[src/shared/tx_status_pkg.sv]
// package of register map, reset values and field positions for the vucp gen
// Summary of operation
// - validity is 0 unless receiver source or validity override applies
// - source 00 passes the recovered validity bit through unless validity override is set
// - override sends the first-half value or second-half value per sub-frame
// - user bit is 0 locally, recovered user bit when source is 00
// - one status bit per sub-frame, each sub-frame its own 192-frame block
// - only status bits 0 to 39 come from configuration, the rest are 0
// - both sub-frames send the same status, channel number 23:20 included
// - source 00 repeats recovered status unless status override is set
// - parity bit makes the sub-frame content even parity
// - status bit 0 from register bit 0, reset 0, software keeps it 0
// - status bit 1 is the non-pcm flag, reset 0
// - status bit 2 is the copy permit flag, reset 0
// - status bits 5:3 carry emphasis; software writes only 000 or 001
// - status bits 15:8 carry category, reset 00h
// - status bits 19:16 carry source number, reset 0
// - channel number 21:20 first half, 23:22 second half, reset 00
// - status bits 27:24 carry sample rate indication, reset 0001
// - status bits 29:28 carry clock accuracy, reset 11
// - each configurable status bit comes from its register field
// - source select 00 rx, 01 adc, 10 secondary, 11 primary, reset 00
package tx_status_pkg;
    localparam logic [7:0] addr_control = 8'h1E;
    localparam logic [7:0] addr_flags = 8'h1F;
    localparam logic [7:0] addr_category = 8'h20;
    localparam logic [7:0] addr_source_channel = 8'h21;
    localparam logic [7:0] addr_rate_accuracy = 8'h22;
    localparam logic [7:0] addr_word_length = 8'h23;
    localparam logic [7:0] addr_position = 8'h24;
    localparam logic [7:0] rst_control = 8'h00;
    localparam logic [7:0] rst_flags = 8'h00;
    localparam logic [7:0] rst_category = 8'h00;
    localparam logic [7:0] rst_source_channel = 8'h00;
    localparam logic [7:0] rst_rate_accuracy = 8'h31;
    localparam logic [7:0] rst_word_length = 8'h0B;
    localparam int ctl_source_lsb = 0;
    localparam int ctl_status_ovr = 2;
    localparam int ctl_valid_ovr = 4;
    localparam int ctl_valid_first = 5;
    localparam int ctl_valid_second = 6;
    localparam logic [1:0] src_receiver = 2'h0;
    localparam logic [1:0] src_adc = 2'h1;
    localparam logic [1:0] src_secondary = 2'h2;
    localparam logic [1:0] src_primary = 2'h3;
    localparam int block_frames = 192;
    localparam int config_bits = 40;
    localparam int chan_num_lsb = 20;
    localparam int chan_second_lsb = 22;
endpackage : tx_status_pkg

[src/hdl/vucp_gen.sv]
// validity, user, channel status and parity generation for the transmitter
module vucp_gen (
    input wire logic clk,
    input wire logic sys_rst,
    input wire logic clk_en,
    input wire logic [7:0] reg_addr,
    input wire logic [7:0] reg_wdata,
    input wire logic reg_wr,
    input wire logic reg_rd,
    output logic [7:0] reg_rdata,
    input wire logic sub_req,
    input wire logic sub_second,
    input wire logic block_start,
    input wire logic [23:0] audio_word,
    input wire logic rx_validity,
    input wire logic rx_user,
    input wire logic rx_status,
    output logic sub_valid,
    output logic validity_bit,
    output logic user_bit,
    output logic status_bit,
    output logic parity_bit,
    output logic [1:0] tx_source_select
);
    import tx_status_pkg::*;

    logic [7:0] control;
    logic [7:0] flags;
    logic [7:0] category;
    logic [7:0] source_channel;
    logic [7:0] rate_accuracy;
    logic [7:0] word_length;
    logic [7:0] frame_pos;
    logic validity_override_enable;
    logic validity_value_first_half;
    logic validity_value_second_half;
    logic status_override_enable;
    logic consumer_professional_flag;
    logic copy_permit_flag;
    logic [2:0] emphasis_field;
    logic [1:0] status_mode_field;
    logic [1:0] channel_number_first;
    logic [1:0] channel_number_second;
    logic max_length_flag;
    logic [2:0] sample_length_code;
    logic [3:0] original_rate_field;
    logic [39:0] block_first;
    logic [39:0] block_second;
    logic [7:0] pos_now;
    logic from_receiver;
    logic next_validity;
    logic next_user;
    logic next_status;
    logic local_status;
    logic [39:0] block_sel;

    // control field views
    assign tx_source_select = control[ctl_source_lsb +: 2];
    assign status_override_enable = control[ctl_status_ovr];
    assign validity_override_enable = control[ctl_valid_ovr];
    assign validity_value_first_half = control[ctl_valid_first];
    assign validity_value_second_half = control[ctl_valid_second];
    assign consumer_professional_flag = flags[0];
    assign copy_permit_flag = flags[2];
    assign emphasis_field = flags[5:3];
    assign status_mode_field = flags[7:6];
    assign channel_number_first = source_channel[5:4];
    assign channel_number_second = source_channel[7:6];
    assign max_length_flag = word_length[0];
    assign sample_length_code = word_length[3:1];
    assign original_rate_field = word_length[7:4];
    assign from_receiver = (tx_source_select == src_receiver);

    // status block images; both halves use the same image, channel number included
    assign block_first = {original_rate_field, sample_length_code,
        max_length_flag, 2'h0, rate_accuracy[5:0],
        channel_number_second, channel_number_first,
        source_channel[3:0], category, status_mode_field,
        emphasis_field, copy_permit_flag, flags[1],
        consumer_professional_flag};
    assign block_second = block_first;
    assign block_sel = sub_second ? block_second : block_first;

    // block position, restarted by the frame marker
    assign pos_now = block_start ? 8'h00 : frame_pos;
    assign local_status = (pos_now < 8'(config_bits)) ?
        block_sel[pos_now[5:0]] : 1'b0;
    assign next_status = (from_receiver && !status_override_enable) ?
        rx_status : local_status;

    // validity and user selection
    assign next_validity = validity_override_enable ?
        (sub_second ? validity_value_second_half
                    : validity_value_first_half)
        : (from_receiver ? rx_validity : 1'b0);
    assign next_user = from_receiver ? rx_user : 1'b0;

    // register writes
    always_ff @(posedge clk) begin
        if (sys_rst) begin
            control <= rst_control;
            flags <= rst_flags;
            category <= rst_category;
            source_channel <= rst_source_channel;
            rate_accuracy <= rst_rate_accuracy;
            word_length <= rst_word_length;
        end else if (clk_en && reg_wr) begin
            if (reg_addr == addr_control) begin
                control <= {1'b0, reg_wdata[6:4], 1'b0, reg_wdata[2:0]};
            end else if (reg_addr == addr_flags) begin
                flags <= reg_wdata;
            end else if (reg_addr == addr_category) begin
                category <= reg_wdata;
            end else if (reg_addr == addr_source_channel) begin
                source_channel <= reg_wdata;
            end else if (reg_addr == addr_rate_accuracy) begin
                rate_accuracy <= {2'h0, reg_wdata[5:0]};
            end else if (reg_addr == addr_word_length) begin
                word_length <= reg_wdata;
            end
        end
    end

    // register reads, one cycle later; unmapped reads return zero
    always_ff @(posedge clk) begin
        if (sys_rst) begin
            reg_rdata <= 8'h00;
        end else if (clk_en) begin
            if (!reg_rd) reg_rdata <= 8'h00;
            else if (reg_addr == addr_control) reg_rdata <= control;
            else if (reg_addr == addr_flags) reg_rdata <= flags;
            else if (reg_addr == addr_category) reg_rdata <= category;
            else if (reg_addr == addr_source_channel)
                reg_rdata <= source_channel;
            else if (reg_addr == addr_rate_accuracy)
                reg_rdata <= rate_accuracy;
            else if (reg_addr == addr_word_length) reg_rdata <= word_length;
            else if (reg_addr == addr_position) reg_rdata <= frame_pos;
            else reg_rdata <= 8'h00;
        end
    end

    // frame counter advances after each second sub-frame
    always_ff @(posedge clk) begin
        if (sys_rst) begin
            frame_pos <= 8'h00;
        end else if (clk_en && sub_req && sub_second) begin
            frame_pos <= (pos_now == 8'(block_frames - 1)) ? 8'h00
                : pos_now + 8'h01;
        end else if (clk_en && block_start && sub_req) begin
            frame_pos <= 8'h00;
        end
    end

    // registered vucp outputs with even parity over bits 4..31
    always_ff @(posedge clk) begin
        if (sys_rst) begin
            sub_valid <= 1'b0;
            validity_bit <= 1'b0;
            user_bit <= 1'b0;
            status_bit <= 1'b0;
            parity_bit <= 1'b0;
        end else if (clk_en) begin
            sub_valid <= sub_req;
            if (sub_req) begin
                validity_bit <= next_validity;
                user_bit <= next_user;
                status_bit <= next_status;
                parity_bit <= ^{audio_word, next_validity, next_user,
                    next_status};
            end
        end
    end
endmodule : vucp_gen

[config.mk]
export PLATFORM = sky130hd
export DESIGN_NAME = vucp_gen
export DESIGN_NICKNAME = d
export VERILOG_FILES = /design/src/shared/tx_status_pkg.sv /design/src/hdl/vucp_gen.sv
export SDC_FILE = /design/constraint.sdc
export NUM_CORES = 1
export LEC_CHECK = 0
export BUFFER_PORTS_ARGS = -buffer_cell sky130_fd_sc_hd__buf_2
export CAP_MARGIN = 20
export CORE_MARGIN = 2
export CORE_UTILIZATION = 51
export DETAILED_ROUTE_END_ITERATION = 8
export PLACE_DENSITY = 0.79
export SYNTH_ARGS = -nofsm -noshare
export SYNTH_HDL_FRONTEND = slang
export SYNTH_SLANG_ARGS = --single-unit
export TNS_END_PERCENT = 10
[constraint.sdc]
create_clock -name clk -period 2.37 [get_ports clk]
set_input_delay 0.5925 -clock clk [delete_from_list [all_inputs] [get_ports clk]]
set_output_delay 0.5925 -clock clk [all_outputs]
set_load 0.01 [all_outputs]
Word-level counts from Yosys, hierarchy flattened
Cells that the tools add are included.
{"block": "totals", "wordCells": 66, "in_bits": 51, "rom_bits": 0, "memories": 0, "ram_bits": 0, "latch_bits": 0, "register_bits": 65, "output_inout_bits": 15}
{"block": "classes", "n_mux": 20, "div": 0, "n_shift": 0, "mul": 0, "add_sub_neg": 1, "reduce_logical": 17, "eq_ne": 8, "order_cmp": 2, "bitwise": 5}
{"cell": "8-bit 2-to-1 mux", "n": 12}
{"cell": "8-bit by 6-bit == test with 1-bit output, second input constant", "n": 5}
{"cell": "27-bit parity", "n": 1}
{"cell": "8-bit by 5-bit == test with 1-bit output, second input constant", "n": 2}
{"cell": "8-bit by 1-bit adder with 8-bit output, second input constant", "n": 1}
{"cell": "8-bit == test, second input constant", "n": 1}
{"cell": "8-bit by 6-bit less-than comparator with 1-bit output, second input constant", "n": 1}
{"cell": "6-bit by 7-bit less-than comparator with 1-bit output, second input constant", "n": 1}
{"cell": "1-bit 2-to-1 mux", "n": 7}
{"cell": "7-bit AND reduction", "n": 1}
{"cell": "1-bit binary-select mux with 6-bit select", "n": 1}
{"cell": "1-bit logical AND", "n": 6}
{"cell": "6-bit AND reduction", "n": 1}
{"cell": "1-bit inverter", "n": 5}
{"cell": "5-bit AND reduction", "n": 1}
{"cell": "2-bit AND reduction", "n": 2}
{"cell": "4-bit AND reduction", "n": 1}
{"cell": "3-bit AND reduction", "n": 1}
{"cell": "2-bit zero test", "n": 1}
{"cell": "2-bit nonzero test", "n": 1}
{"cell": "1-bit zero test", "n": 1}

Depth between registers and ports, before layout
Gate-level depths: netlist of run 1.
{"block": "logic_depth", "ltp_word": 9, "ltp_mapped": 9, "mapped_depth_nobuf": 9}

Worst setup path before layout of run 1
No wires, ideal clock.
{"block": "synth_timing", "kind": "input port to flip-flop", "startpoint": "in sub_second", "endpoint": "reg parity_bit", "path_slack_ns": 0.056, "path_stages": 7, "arrival_ns": 2.252, "t_required_ns": 2.308, "n_path_buf": 1, "setup_ns": 0.062, "path_cell_list": "buf_2 -> mux2_2 -> a21oi_1 -> xnor2_1 -> xnor3_1 -> a2111o_1 -> nand3_1"}
{"block": "synth_between", "elab_chain_len": 3}
{"element": "start: declaration", "line": "vucp_gen.sv:12", "rtl": "input wire logic sub_second,"}
{"element": "1-bit 2-to-1 mux", "line": "vucp_gen.sv:93", "rtl": "(sub_second ? validity_value_second_half"}
{"element": "1-bit 2-to-1 mux", "line": "vucp_gen.sv:92", "rtl": "assign next_validity = validity_override_enable ?"}
{"element": "27-bit parity", "line": "vucp_gen.sv:169", "rtl": "parity_bit <= ^{audio_word, next_validity, next_user,"}
{"element": "end signal: assignment", "line": "vucp_gen.sv:169"}
{"element": "end: declaration", "line": "vucp_gen.sv:22", "rtl": "output logic parity_bit,"}
No other way between the ends.
A chain may end at the register's enable or synchronous reset.

Final worst setup path of run 1
{"block": "layout_timing", "startpoint": "reg control[0]", "endpoint": "reg parity_bit"}
{"block": "layout_between", "elab_chain_len": 4, "elab_cells_between_ends": 7, "cone_classes": "4 x mux; 3 x reduce/logical"}
{"element": "start: declaration", "line": "vucp_gen.sv:27", "rtl": "logic [7:0] control;"}
{"element": "start signal: assignment", "line": "vucp_gen.sv:101", "rtl": "control <= rst_control;"}
{"element": "start signal: assignment", "line": "vucp_gen.sv:109", "rtl": "control <= {1'b0, reg_wdata[6:4], 1'b0, reg_wdata[2:0]};"}
{"element": "2-bit zero test (*)", "line": "vucp_gen.sv:72", "rtl": "assign from_receiver = (tx_source_select == src_receiver);"}
{"element": "1-bit 2-to-1 mux / 1-bit logical AND (equally long branches)", "line": "vucp_gen.sv:95, vucp_gen.sv:88"}
{"element": "1-bit 2-to-1 mux, on equally long branches", "line": "vucp_gen.sv:92, vucp_gen.sv:88"}
{"element": "27-bit parity (*)", "line": "vucp_gen.sv:169"}
Mark *: on every way between the ends. The rest lies on a longest branch, timed or not.

==> results of run 1 <==
## cell families (layout without fill, tap and decap cells)
| kind of cell | after synthesis | in the layout |
|---|---|---|
| and+or+nand+nor | 163 | 163 |
| DFF | 65 | 65 |
| AOI/OAI and AO/OA | 101 | 101 |
| xor gates and xnor gates | 23 | 23 |
| muxes | 51 | 51 |
| buffers and inverters | 43 | 131 |
| adders and majority gates | 1 | 1 |
## final cells by class
class | count | area, um^2 | share of cell area [%]
multi-input combinational | 339 | 2426 | 51.09
sequential | 65 | 1301 | 27.40
timing repair buffer | 102 | 640.6 | 13.49
clock buffer | 9 | 123.9 | 2.609
tap | 99 | 123.9 | 2.609
clock inverter | 7 | 83.83 | 1.765
inverter | 13 | 48.80 | 1.028
## power by group
part	leakage [uW]	switching [uW]	internal [uW]	total, uW
Combinational	0.00119	181	181	362
Clock	0.000103	514	506	1020
Sequential	0.000525	7.50	1100	1110
Total	0.00182	703	1790	2490
## sequential cells by signal (all words and copies together), names as in the netlist, 6 cells and up
name            cells
category            8
control             6
flags               8
frame_pos           8
rate_accuracy       6
reg_rdata           8
source_channel      8
word_length         8
## metrics by stage
stage / power, uW / hold slack (ns) / instance area [um^2] / util (%)
floorplan: 1367 / 0.4500 / 3925 / -
global placement: 1486 / 0.4559 / 4541 / 61.61
detailed placement: 1493 / 0.4640 / 4541 / 61.61
CTS: 2495 / 0.4771 / 4748 / 64.43
global route: 2582 / 0.4952 / 4748 / 64.43
finish: 2491 / 0.4739 / 4748 / 64.43
## routing by layer
| metal | wire length (um) | vias to the layer above |
|---|---|---|
| li1 | - | 1805 |
| met1 | 4904 | 1797 |
| met2 | 5502 | 210 |
| met3 | 1001 | 37 |
| met4 | 483 | 0 |
| met5 | 0 | - |
## cell usage in the layout, fill, tap and decap left out, types with 11 or more instances in the layout
master	n
a211o_1	13
a21oi_1	25
buf_2	65
buf_4	34
dfxtp_1	65
inv_1	11
mux2i_1	43
nand2_1	19
nand2b_1	15
nor2_1	62
xnor2_1	18
## worst paths after layout
check | endpoint | slack [ns] | startpoint
worst max-delay path | parity_bit | 0.18 | control[0]
worst min-delay path | reg_rdata[1] | 0.47 | reg_rdata[1]
worst max register to register | parity_bit | 0.18 | control[0]
worst min register to register | reg_rdata[1] | 0.47 | reg_rdata[1]
## critical path, delay by kind of cell (launching register included)
family | cells | cell delay (ns)
AO/OA/AOI/OAI | 1 | 0.38
XOR/XNOR | 3 | 1.05
flip-flops | 1 | 0.39
AND/OR/NAND/NOR | 2 | 0.31
==> results.tsv, run 1 <==
metric	value	unit
outcome	complete, no violations	
cts_setup_buffers	0	
h-tree-depth	3	
dp_cells	618	
cts_buffer_depth	2	
firstDrtPassIters	5	
crit_fanout	6	
path_cells	nor3b_2 -> xnor3_1 -> xnor3_1 -> xnor3_1 -> a2111o_1 -> nand3_1	
antenna_found_initial	0	
dpl.hpwl	8936	um
drv_slew	0	
grtUsageMet3	5.752	%
slew_headroom	53.00	%
grt_remaining_overflow	0	
vias	3849	
synth_top_family_by_area	simple AND/OR/NAND/NOR gates	
synth-xor-area-share	6.184	%
totalWireLength	11890	um
n_antenna_cell	0	
cts-resized-gates	0	
synthMuxAreaShare	13.83	%
yosysWarningCount	0	
synth_fa_ha_area_share	0.3188	%
clock_latency	0.36	ns
hold_viol_final	0	
synth_compound_area_share	18.68	%
synth_top_area_share	33.15	%
tritoncts	built	
yosysSeqAreaShare	33.15	%
syn_nets	499	
cp-start-kind	register	
critPathMostFrequentCell	xnor3_1	
vdd_ir_drop_max	0.3828	mV
areaGrowthSynthToFinish	20.98	%
drive_above_1_share	26.73	%
netlist_instances	447	
die_area	8413	um^2
fin_crit_sh	92.60	%
power.density	524.6	nW/um^2
synth_area_leader_cell	dfxtp_1	
met1_usage	36.76	%
skew	0.01123	ns
crit_slowest_cell	xnor3_1	
cts_buffers	9	
core_area	7370	um^2
max_freq	455.7	MHz
synth-async-reset-ratio	0	%
busiest_layer	met2	
synth-simple-area-share	22.79	%
tightest_slew	0.6977	ns
grt_pass1_wl	19240	um
fin_ws	0.1754	ns
ios	66	
cap_viol_max_count	0	
syn_avg_cell_area	8.781	um^2
endpoint_kind	register	
die_h	91.73	um
synthTopCellsByArea	dfxtp_1, mux2i_1, nor2_1	
worstPathArrival	2.49	ns
avgRoutedWirePerCell	18.76	um
syn_area	3925	um^2
rsz0062_at_grt	false	
fin_crit	2.195	ns
ys_ff_latch	65	
final_antenna_net_count	0	
drt_iter0_drc	330	
rows	31	
ctsHoldBuffers	0	
grt_max_degree	47	
gp_congestion	1.045	
finalSetupViolCount	0	
hold_path_class	register to register	
post-place-ws	-0.06313	ns
grtUsageMet2	48.35	%
reg2reg_depth	6	
slowest_delay	0.44	ns
grt_usage	29.18	%
start_util	53.26	%
whs_path_depth	2	
nFillCells	631	
drcViolationCount	0	
synth_edf_count	0	
stdcell_count	634	
yosysMostFrequentCell	dfxtp_1	
fin_nets	582	
critPathKind	register to register	
synth_commonest_cells	dfxtp_1, nor2_1, mux2i_1	
clock-sinks	65	
p_leak	0.001817	uW
grt_pass1_vias	3737	
root_buffer	clkbuf_8	
synth_flop_cell	dfxtp_1	
required	2.66	ns
port_buffers	65	
synth_cell_types	67	
tns	0	ns
path_clk_slew	0.08	ns
fp.dieW	91.73	um
avgViaCountPerCell	6.071	
Power figures use the tool's default switching activity.
==> inputs of run 2 (changes only) <==
--- a/config.mk
+++ b/config.mk
@@ -9,2 +9,3 @@
 export CAP_MARGIN = 20
+export CORE_ASPECT_RATIO = 1.25
 export CORE_MARGIN = 2
==> constraint.sdc (replaced) <==
create_clock -name clk -period 2.37 [get_ports clk]
set_input_delay 0.237 -clock clk [delete_from_list [all_inputs] [get_ports clk]]
set_output_delay 0.237 -clock clk [all_outputs]
set_load 0.01 [all_outputs]
==> run 2 against run 1 <==
Compared with the run above:
- register-to-register slack better by 0.08 ns
- count of clock-buffer cells in the layout up 3
- total power grew 0.87%
- flip-flop and latch count unchanged
- sequential power hardly changed
- first-iteration DRC count down 32%
- largest cell class unchanged
- largest power group unchanged
==> results.tsv, run 2 (synthesis results as in run 1) <==
metric	value	unit
outcome	complete, no violations	
core_area	7401	um^2
hold_viol_final	0	
fin_nets	571	
finalSetupViolCount	0	
tritoncts	built	
avgRoutedWirePerCell	19.44	um
fin_ws	0.2524	ns
endpoint_kind	register	
path_clk_slew	0.07	ns
rows	35	
drt_iter0_drc	226	
cp-start-kind	register	
antenna_found_initial	0	
root_buffer	clkbuf_8	
crit_fanout	4	
final_antenna_net_count	0	
grt_pass1_vias	3585	
grt_max_degree	39	
slew_headroom	33.45	%
reg2reg_slack	0.25	ns
tns	0	ns
post-place-ws	0.1943	ns
rr_endpoint	parity_bit	
n_antenna_cell	0	
reg2reg_depth	6	
h-tree-depth	3	
gp_congestion	0.9749	
clock_latency	0.36	ns
p_leak	0.001760	uW
vias	3747	
final_area	4629	um^2
grt_remaining_overflow	0	
min_from	reg_wdata[5]	
layout_common_cells	dfxtp_1, buf_2, nor2_1	
clock-sinks	65	
critPathKind	register to register	
totalWireLength	11960	um
drive_above_1_share	24.86	%
worstPathArrival	2.41	ns
r2r-start	control[1]	
fin_crit_sh	89.35	%
die_h	102.1	um
cts_setup_buffers	0	
p_total	2513	uW
cap_viol_max_count	0	
min_to	source_channel[5]	
tightest_slew	0.9900	ns
ctsHoldBuffers	0	
power.density	542.8	nW/um^2
dpl.hpwl	8999	um
cts_buffers	9	
grt_usage	30.49	%
avgViaCountPerCell	6.093	
hold_path_class	input pin to register	
grt_pass1_wl	18830	um
firstDrtPassIters	7	
skew	0.006765	ns
whs_path_depth	3	
vdd_ir_drop_max	0.3596	mV
max_freq	472.2	MHz
die_area	8418	um^2
required	2.66	ns
fp.dieW	82.47	um
drv_slew	0	
cts_buffer_depth	2	
fin_crit	2.118	ns
drcViolationCount	0	
areaGrowthSynthToFinish	17.95	%
dpl-instance-area	4412	um^2
start_util	53.03	%
rsz0062_at_grt	false	
ios	66	
port_buffers	65	
cts-resized-gates	0	
[run 2: changes by cell type in the layout (fill, tap and decap cells not counted), moves of 2 or more]
| cell | before | now |
|---|---|---|
| buf_4 | 34 | 26 |
| buf_12 | 3 | 0 |
| clkbuf_1 | 0 | 2 |
| inv_6 | 3 | 0 |
[run 2: power by group]
part | total, uW | switching, uW | internal, uW
clock | 1040 | 428 | 614
combinational | 360 | 188 | 171
sequential | 1110 | 7.48 | 1100
[run 2: worst max-delay path by stage]
stage                            start           end  slack [ns]
final                       control[1]    parity_bit        0.25
after CTS                 frame_pos[0]  frame_pos[3]        0.21
after global routing      frame_pos[0]    parity_bit        0.15
after global placement     block_start  frame_pos[3]        0.23
after detailed placement   block_start  frame_pos[3]        0.19
after floorplan             control[0]    parity_bit        0.36
[run 2: layout make-up]
type / instances / area, um^2
inverter: 13 / 48.80
tap: 92 / 115.1
clock inverter: 3 / 65.06
multi-input combinational: 339 / 2434
fill: 663 / 2771
clock buffer: 12 / 145.1
sequential: 65 / 1301
timing repair buffer: 91 / 520.5
[run 2: layer usage]
layer / GRT usage (%) / part of all wire [%]
met4: 19.10 / 5.1
met2: 49.26 / 48
met5: 0 / 0
met3: 4.770 / 6.2
met1: 37.48 / 41
[run 2: critical path: stages (launching register included)]
cell      delay, ns
dfxtp_1        0.34
nor3b_2        0.20
xnor3_1        0.42
xnor3_1        0.38
xnor3_1        0.25
a2111o_1       0.39
nand3_1        0.07
[run 2: metrics by stage]
| step | cells | utilization, % | hold slack [ns] |
|---|---|---|---|
| 3_3_place_gp | 600 | 59.61 | 0.4572 |
| 4_1_cts | 615 | 62.45 | 0.2113 |
| 2_1_floorplan | 447 | - | 0.3809 |
| 3_5_place_dp | 600 | 59.61 | 0.4608 |
| 6_report | 615 | 62.55 | 0.2112 |
| 5_1_grt | 615 | 62.55 | 0.2344 |
